**config.mk**
```make
export PLATFORM = sky130hd
export DESIGN_NAME = sbpa_arbiter
export DESIGN_NICKNAME = d
export VERILOG_FILES = /design/src/rtl/sbpa_pkg.sv /design/src/rtl/sbpa_sync_if.sv /design/src/rtl/sbpa_pin_sync.sv /design/src/rtl/sbpa_arbiter.sv
export VERILOG_INCLUDE_DIRS = /design/src /design/src/rtl
export SDC_FILE = /design/constraint.sdc
export NUM_CORES = 1
export LEC_CHECK = 0
export BUFFER_PORTS_ARGS = -buffer_cell sky130_fd_sc_hd__buf_2
export CORE_MARGIN = 2
export CORE_UTILIZATION = 59
export CTS_CLUSTER_SIZE = 10
export DETAILED_ROUTE_END_ITERATION = 10
export PLACE_DENSITY = 0.89
export REMOVE_ABC_BUFFERS = 1
export SLEW_MARGIN = 20
export SYNTH_ARGS = -nofsm -noshare
export SYNTH_HDL_FRONTEND = slang
export SYNTH_SLANG_ARGS = --single-unit
```
**constraint.sdc**
```tcl
create_clock -name i_clock -period 2.2 [get_ports i_clock]
set_clock_uncertainty 0.1 [all_clocks]
set_input_delay 0.44 -clock i_clock [delete_from_list [all_inputs] [get_ports i_clock]]
set_output_delay 0.44 -clock i_clock [all_outputs]
set_load 0.01 [all_outputs]
```
**src/rtl/sbpa_regs.svh**
```systemverilog
// Purpose: Timing counts, pin indices and reset levels of the system bus priority arbiter.
// Assumes: 50 MHz core clock; bus pins are active low.
// Notes: Definitions only.
// What this block does
// - Acquire the shared bus when a transfer is needed, release it afterwards.
// - Only one master drives the bus clocks; each can disable driving them.
// - Serial mode: a requesting master drives priority-out high, blocking lower masters.
// - Serial mode: when finished with the bus, priority-out returns low if priority-in is asserted.
// - Serial mode: priority held but bus unneeded, priority-out is driven low.
// - Parallel mode: priority-out is disabled on every master.
// - Asserted priority-in, sampled on bus clock, means no higher master requests.
// - Parallel mode: bus request asserted on bus clock while bus is needed.
// - Holder asserts busy on bus clock; nobody else takes the bus meanwhile.
// - Common request asserted while waiting, released once control is obtained.
`ifndef SBPA_REGS_SVH
`define SBPA_REGS_SVH
`define SBPA_CLK_PERIOD_PS 20000
`define SBPA_BCLK_PERIOD_PS 102500
`define SBPA_BCLK_HALF_CYC ((`SBPA_BCLK_PERIOD_PS / 2) / `SBPA_CLK_PERIOD_PS)
`define SBPA_PIN_IDLE 1'b1
`define SBPA_NUM_PINS 4
`define SBPA_IDX_BCLK 0
`define SBPA_IDX_BPRN 1
`define SBPA_IDX_BUSY 2
`define SBPA_IDX_CBRQ 3
`endif

```
**src/rtl/sbpa_pkg.sv**
```systemverilog
// Purpose: Types shared by the arbiter files.
// Assumes: Nothing beyond the header.
// Notes: Constants live in sbpa_regs.svh.
package sbpa_pkg;
  typedef enum logic [1:0] {
    SBPA_IDLE,
    SBPA_WAIT,
    SBPA_OWN
  } sbpa_state_t;
endpackage : sbpa_pkg

```
**src/rtl/sbpa_sync_if.sv**
```systemverilog
// Purpose: Carries raw bus pins into the synchroniser and clean levels back.
// Assumes: One clock domain on the consumer side.
// Notes: Width set by the instantiating module.
`timescale 1ns/100ps
interface sbpa_sync_if #(parameter int W = 4);
  logic [W-1:0] raw;
  logic [W-1:0] lvl;
  modport sync (input raw, output lvl);
  modport user (output raw, input lvl);
endinterface : sbpa_sync_if

```
**src/rtl/sbpa_pin_sync.sv**
```systemverilog
// Purpose: Three-flop synchroniser with agreement filter for asynchronous bus pins.
// Assumes: Inputs are idle high after reset.
// Notes: A change counts only once stages two and three agree.
`timescale 1ns/100ps
`include "sbpa_regs.svh"
module sbpa_pin_sync #(
  parameter int W = `SBPA_NUM_PINS
) (
  // Clock and reset
  input wire logic i_clock,
  input wire logic i_rst,
  input wire logic i_clk_en,
  // Pins in, levels out
  sbpa_sync_if.sync port
);
  logic [W-1:0] s1_r;
  logic [W-1:0] s2_r;
  logic [W-1:0] s3_r;
  logic [W-1:0] lvl_r;

  // Shift chain; first stage feeds only the second
  always_ff @(posedge i_clock or posedge i_rst) begin
    if (i_rst) begin
      s1_r <= {W{`SBPA_PIN_IDLE}};
      s2_r <= {W{`SBPA_PIN_IDLE}};
      s3_r <= {W{`SBPA_PIN_IDLE}};
    end else if (i_clk_en) begin
      s1_r <= port.raw;
      s2_r <= s1_r;
      s3_r <= s2_r;
    end
  end

  // Accept a bit only where the last two stages agree, filtering one-sample glitches
  always_ff @(posedge i_clock or posedge i_rst) begin
    if (i_rst) begin
      lvl_r <= {W{`SBPA_PIN_IDLE}};
    end else if (i_clk_en) begin
      lvl_r <= (s2_r & s3_r) | (lvl_r & (s2_r ^ s3_r));
    end
  end

  assign port.lvl = lvl_r;
endmodule : sbpa_pin_sync

```
**src/rtl/sbpa_arbiter.sv**
```systemverilog
// Purpose: Bus arbitration for a full master on a shared system bus, serial or parallel priority.
// Assumes: Bus clock pin sampled by i_clock; open-collector pins resolved outside.
// Notes: Decisions are taken on the falling edge of the bus clock pin as seen after sync.
`timescale 1ns/100ps
`include "sbpa_regs.svh"
module sbpa_arbiter #(
  parameter int unsigned HALF_CYC = `SBPA_BCLK_HALF_CYC
) (
  // Clock, reset, enable
  input wire logic i_clock,
  input wire logic i_rst,
  input wire logic i_clk_en,
  // Configuration
  input wire logic i_parallel_mode,
  input wire logic i_clk_drive_en,
  // User side
  input wire logic i_bus_req,
  output logic o_bus_grant,
  output sbpa_pkg::sbpa_state_t o_arb_state,
  // Bus pins in
  input wire logic i_bclk_n,
  input wire logic i_bprn_n,
  input wire logic i_busy_n,
  input wire logic i_cbrq_n,
  // Bus pins out
  output logic o_bpro_n,
  output logic o_bpro_oe,
  output logic o_breq_n,
  output logic o_busy_n,
  output logic o_busy_oe,
  output logic o_cbrq_n,
  output logic o_cbrq_oe,
  output logic o_bclk_n,
  output logic o_bclk_oe,
  output logic o_cclk_n,
  output logic o_cclk_oe
);
  import sbpa_pkg::*;

  sbpa_sync_if #(.W(`SBPA_NUM_PINS)) pins ();
  sbpa_state_t state_r;
  sbpa_state_t state_nxt;
  logic bclk_d_r;
  logic bclk_fall;
  logic bprn_ok;
  logic bus_free;
  logic take_ok;
  logic mode_r;
  logic drive_r;
  logic bpro_n_r;
  logic breq_n_r;
  logic busy_oe_r;
  logic cbrq_oe_r;
  logic grant_r;
  logic [7:0] div_cnt_r;
  logic bclk_gen_r;

  // All bus inputs come from outside this clock domain
  assign pins.raw = {i_cbrq_n, i_busy_n, i_bprn_n, i_bclk_n};

  sbpa_pin_sync #(.W(`SBPA_NUM_PINS)) u_sync (
    .i_clock(i_clock),
    .i_rst(i_rst),
    .i_clk_en(i_clk_en),
    .port(pins.sync)
  );

  // Bus clock edge detection on the filtered level
  always_ff @(posedge i_clock or posedge i_rst) begin
    if (i_rst) begin
      bclk_d_r <= `SBPA_PIN_IDLE;
    end else if (i_clk_en) begin
      bclk_d_r <= pins.lvl[`SBPA_IDX_BCLK];
    end
  end

  assign bclk_fall = bclk_d_r & ~pins.lvl[`SBPA_IDX_BCLK];
  assign bprn_ok = ~pins.lvl[`SBPA_IDX_BPRN];
  assign bus_free = pins.lvl[`SBPA_IDX_BUSY];
  // Conditions for taking the bus, kept apart so the grant check does not reuse the state decode
  assign take_ok = bclk_fall & bprn_ok & bus_free;

  // Configuration captured so mode changes land cleanly
  always_ff @(posedge i_clock or posedge i_rst) begin
    if (i_rst) begin
      mode_r <= 1'b0;
      drive_r <= 1'b0;
    end else if (i_clk_en) begin
      mode_r <= i_parallel_mode;
      drive_r <= i_clk_drive_en;
    end
  end

  // Arbitration state machine, advanced only on bus clock edges
  always_comb begin
    state_nxt = state_r;
    case (state_r)
      SBPA_IDLE: begin
        if (bclk_fall && i_bus_req) begin
          state_nxt = SBPA_WAIT;
        end
      end
      SBPA_WAIT: begin
        if (bclk_fall && !i_bus_req) begin
          state_nxt = SBPA_IDLE;
        end else if (bclk_fall && bprn_ok && bus_free) begin
          state_nxt = SBPA_OWN;
        end
      end
      SBPA_OWN: begin
        if (bclk_fall && !i_bus_req) begin
          state_nxt = SBPA_IDLE;
        end
      end
      default: begin
        state_nxt = SBPA_IDLE;
      end
    endcase
  end

  always_ff @(posedge i_clock or posedge i_rst) begin
    if (i_rst) begin
      state_r <= SBPA_IDLE;
    end else if (i_clk_en) begin
      state_r <= state_nxt;
    end
  end

  // Arbitration pins registered from the next state so they move with it
  always_ff @(posedge i_clock or posedge i_rst) begin
    if (i_rst) begin
      bpro_n_r <= 1'b0;
      breq_n_r <= 1'b1;
      busy_oe_r <= 1'b0;
      cbrq_oe_r <= 1'b0;
      grant_r <= 1'b0;
    end else if (i_clk_en) begin
      // block lower masters; pass priority down when idle
      bpro_n_r <= pins.lvl[`SBPA_IDX_BPRN] | (state_nxt != SBPA_IDLE);
      breq_n_r <= ~(i_parallel_mode && (state_nxt != SBPA_IDLE));
      busy_oe_r <= (state_nxt == SBPA_OWN);
      cbrq_oe_r <= (state_nxt == SBPA_WAIT);
      grant_r <= (state_nxt == SBPA_OWN);
    end
  end

  // Bus clock generator; the ratio cannot hit the nominal period exactly, so it rounds faster
  always_ff @(posedge i_clock or posedge i_rst) begin
    if (i_rst) begin
      div_cnt_r <= 8'h00;
      bclk_gen_r <= 1'b1;
    end else if (i_clk_en) begin
      if (div_cnt_r >= 8'(HALF_CYC - 1)) begin
        div_cnt_r <= 8'h00;
        bclk_gen_r <= ~bclk_gen_r;
      end else begin
        div_cnt_r <= div_cnt_r + 8'h01;
      end
    end
  end

  assign o_bpro_oe = ~mode_r;
  assign o_bpro_n = bpro_n_r;
  assign o_breq_n = breq_n_r;
  // Open-collector pins only ever pull low
  assign o_busy_n = 1'b0;
  assign o_busy_oe = busy_oe_r;
  assign o_cbrq_n = 1'b0;
  assign o_cbrq_oe = cbrq_oe_r;
  assign o_bclk_n = bclk_gen_r;
  assign o_bclk_oe = drive_r;
  assign o_cclk_n = bclk_gen_r;
  assign o_cclk_oe = drive_r;
  assign o_bus_grant = grant_r;
  assign o_arb_state = state_r;
endmodule : sbpa_arbiter

```
==> impl_metrics.yaml <==
setup_path:
  path_class: "flip-flop to flip-flop"
  crit_start: "div_cnt_r[1]"
  worstPathArrival_ns: 1.71
  crit_end: "div_cnt_r[5]"
  cp-start-kind: "flip-flop"
  r2r-end: "div_cnt_r[5]"
  r2r_start: "div_cnt_r[1]"
  crit_fanout: 4
  endpoint_kind: "flip-flop"
  required_ns: 2.36
  r2r_cells: 5
  reg2reg_slack_ns: 0.64
floorplanning:
  fp-row-count: 18
  fp.dieH_um: 54.1
  ioPinCount: 24
  die_w_um: 54.1
  core_sq_um: 2430
  initial_core_util: 0.609
  dieArea_sq_um: 2930
sta:
  rsz0062_at_grt: "false"
  fmax_mhz: 641
  min_period_ns: 1.56
  hold_violations: 0
  fin_ws_ns: 0.641
  slew_headroom: 0.606
  setup_viol: 0
  slew_violations: 0
  tns_ns: 0
  worst_slew_pin_slew_ns: 0.590
  finalCritPeriodShare: 0.709
synthesis:
  synth_top_area_share: 0.266
  ys_async_sr_fraction: 1.00
  synthTopCellsByCount: "dfrtp_1 (15), dfstp_2 (15), mux2_2 (11)"
  post-synth-top-area-cell: "dfstp_2"
  synth_area_per_cell_sq_um: 12.0
  syn_area_sq_um: 1480
  synth_edf_count: 0
  synth_cell_types: 38
  yosysWarningCount: 0
  synth_area_leaders: "dfstp_2 (27%), dfrtp_1 (25%), mux2_2 (8.4%), ha_1 (5.1%), buf_4 (2.5%)"
  yosys_most_used_dff: "dfstp_2"
  post_synth_inst_count: 123
  synth_seq_cells: 30
  synth_seq_area_share: 0.519
clocking:
  cts_inserted_buffers: 5
  cts_resized: 0
  htreeDepth: 2
  cts_hold_buf: 0
  cts_tree: "built"
  clkSlewWorstSetupHoldPaths_ns: 0.09
  max-clock-path-buffers: 2
  post-cts-setup-buffer-count: 0
  clock_sinks: 30
  insertion_delay_ns: 0.34
  cts-root-buf: "clkbuf_4"
placement:
  pre_cts_slack_ns: 0.514
  gp_congestion: 0.766
  io_buffer_count: 20
  dp_hpwl_um: 1710
global_route:
  use_met3: 0.0833
  grtUsageTotal: 0.199
  top_usage_layer: "met2"
  antenna_found_initial: 0
  grt_use_met1: 0.205
  grt_pass1_vias: 927
  grt_first_pass_wirelength_um: 3950
  grt_max_degree: 35
  overflow: 0
  grt_util_met2: 0.352
status:
  status: "finished clean"
route:
  totalWireLength_um: 2380
  wl_per_cell_um: 13.6
  ant_nets: 0
  drt_iter0_markers: 8
  via_count: 980
  drc: 0
  drt_pass1_iterations: 4
  vias_per_cell: 5.60
final_layout:
  drive_above_1_share: 0.434
  area.sequential_sq_um: 769
  multiInputGateArea_sq_um: 622
  antenna_cells: 0
  nets: 160
  num-fill-cells: 181
  syn2layout_area_growth_pct: 10.3
power:
  ir_drop_mv: 0.670
  p_leak_nw: 0.734
  intPower_mw: 1.09
  p_sw_uw: 534
  power.density_nw_per_um2: 997
  pwr-share-seq: 0.502
  p_sw_frac: 0.328
  combPwrFrac: 0.286
  p_clk_frac: 0.212
flow_run:
  maxCapViolations: 0
worst_hold_path:
  min_path_type: "primary input to asynchronous set/reset pin"
-- power groups by stage --
stage | clock network [mW] | registers (mW) | logic, mW
2_1_floorplan | 0 | 0.834 | 0.302
3_3_place_gp | 0 | 0.814 | 0.437
3_5_place_dp | 0 | 0.831 | 0.471
4_1_cts | 0.350 | 0.821 | 0.473
5_1_grt | 0.378 | 0.838 | 0.527
6_report | 0.345 | 0.818 | 0.466
-- layout by cell type, fill, tap and decap left out, types with 3 or more instances in the layout --
cell / instances
nor2b_1: 5
nand2_1: 5
dfrtp_1: 15
inv_1: 8
o21ai_0: 4
mux2_2: 11
clkbuf_4: 5
buf_2: 20
a22o_1: 3
nor2_1: 5
nand2b_1: 5
nand4_1: 3
dfstp_2: 15
ha_1: 6
-- registers in the layout, summed over array words and instances (netlist names) --
| name | count |
|---|---|
| div_cnt_r | 8 |
| u_sync.port.lvl | 3 |
| u_sync.s1_r | 3 |
| u_sync.s2_r | 3 |
| u_sync.s3_r | 3 |
| o_arb_state | 2 |
| bclk_d_r | 1 |
| mode_r | 1 |
| o_bclk_n | 1 |
| o_bclk_oe | 1 |
| o_bpro_n | 1 |
| o_breq_n | 1 |
| o_bus_grant | 1 |
| o_cbrq_oe | 1 |
-- cells by family (layout without fill, tap and decap cells) --
family,after synthesis,count (layout),share of synthesized area
and+or+nand+nor,34,34,0.156
DFF,30,30,0.519
AOI/OAI and AO/OA,23,23,0.118
buffers and inverters,17,38,0.0633
muxes,11,11,0.0836
adders and majority gates,6,6,0.0507
other,1,2,0.00253
xor gates and xnor gates,1,1,0.00591
-- worst max-delay path, stage by stage (launching register included) --
cell	delay (ns)
dfrtp_1	0.40
inv_1	0.10
ha_1	0.22
nor4b_4	0.33
nand2_2	0.14
a2bb2oi_1	0.19
-- per-stage QoR --
step                std cells  hold slack, ns   util  instance area [sq um]  total power, mW
floorplan                 115           0.382      -                   1420             1.14
global placement          167           0.372  0.647                   1570             1.25
detailed placement        167           0.389  0.647                   1570             1.30
CTS                       175          0.0571  0.672                   1630             1.64
global route              175          0.0798  0.672                   1630             1.74
finish                    175          0.0498  0.672                   1630             1.63
-- per-layer routing --
| metal | wire length, um | vias to the layer above |
|---|---|---|
| met1 | 1010 | 480 |
| met2 | 1210 | 24 |
| met3 | 118 | 5 |
| li1 | - | 471 |
| met5 | 0 | - |
| met4 | 40 | 0 |
-- layout make-up --
cell class,count,area share
clock buffer,7,0.0337
clock inverter,1,0.00306
inverter,8,0.0184
multi-input combinational,77,0.381
sequential,30,0.471
tap,30,0.0230
timing repair buffer,22,0.0704
-- worst min-delay path by stage --
stage | depth (start not counted) | endpoint | slack (ns) | start
2_1_floorplan | 2 | u_sync.port.lvl[1] | 0.38 | u_sync.port.lvl[1]
3_3_place_gp | 2 | o_breq_n | 0.37 | o_breq_n
3_5_place_dp | 2 | o_breq_n | 0.39 | o_breq_n
4_1_cts | 3 | div_cnt_r[4] | 0.06 | i_rst
5_1_grt | 3 | div_cnt_r[4] | 0.08 | i_rst
6_report | 3 | div_cnt_r[3] | 0.05 | i_rst
No activity file was read; power rests on OpenSTA's default activity.
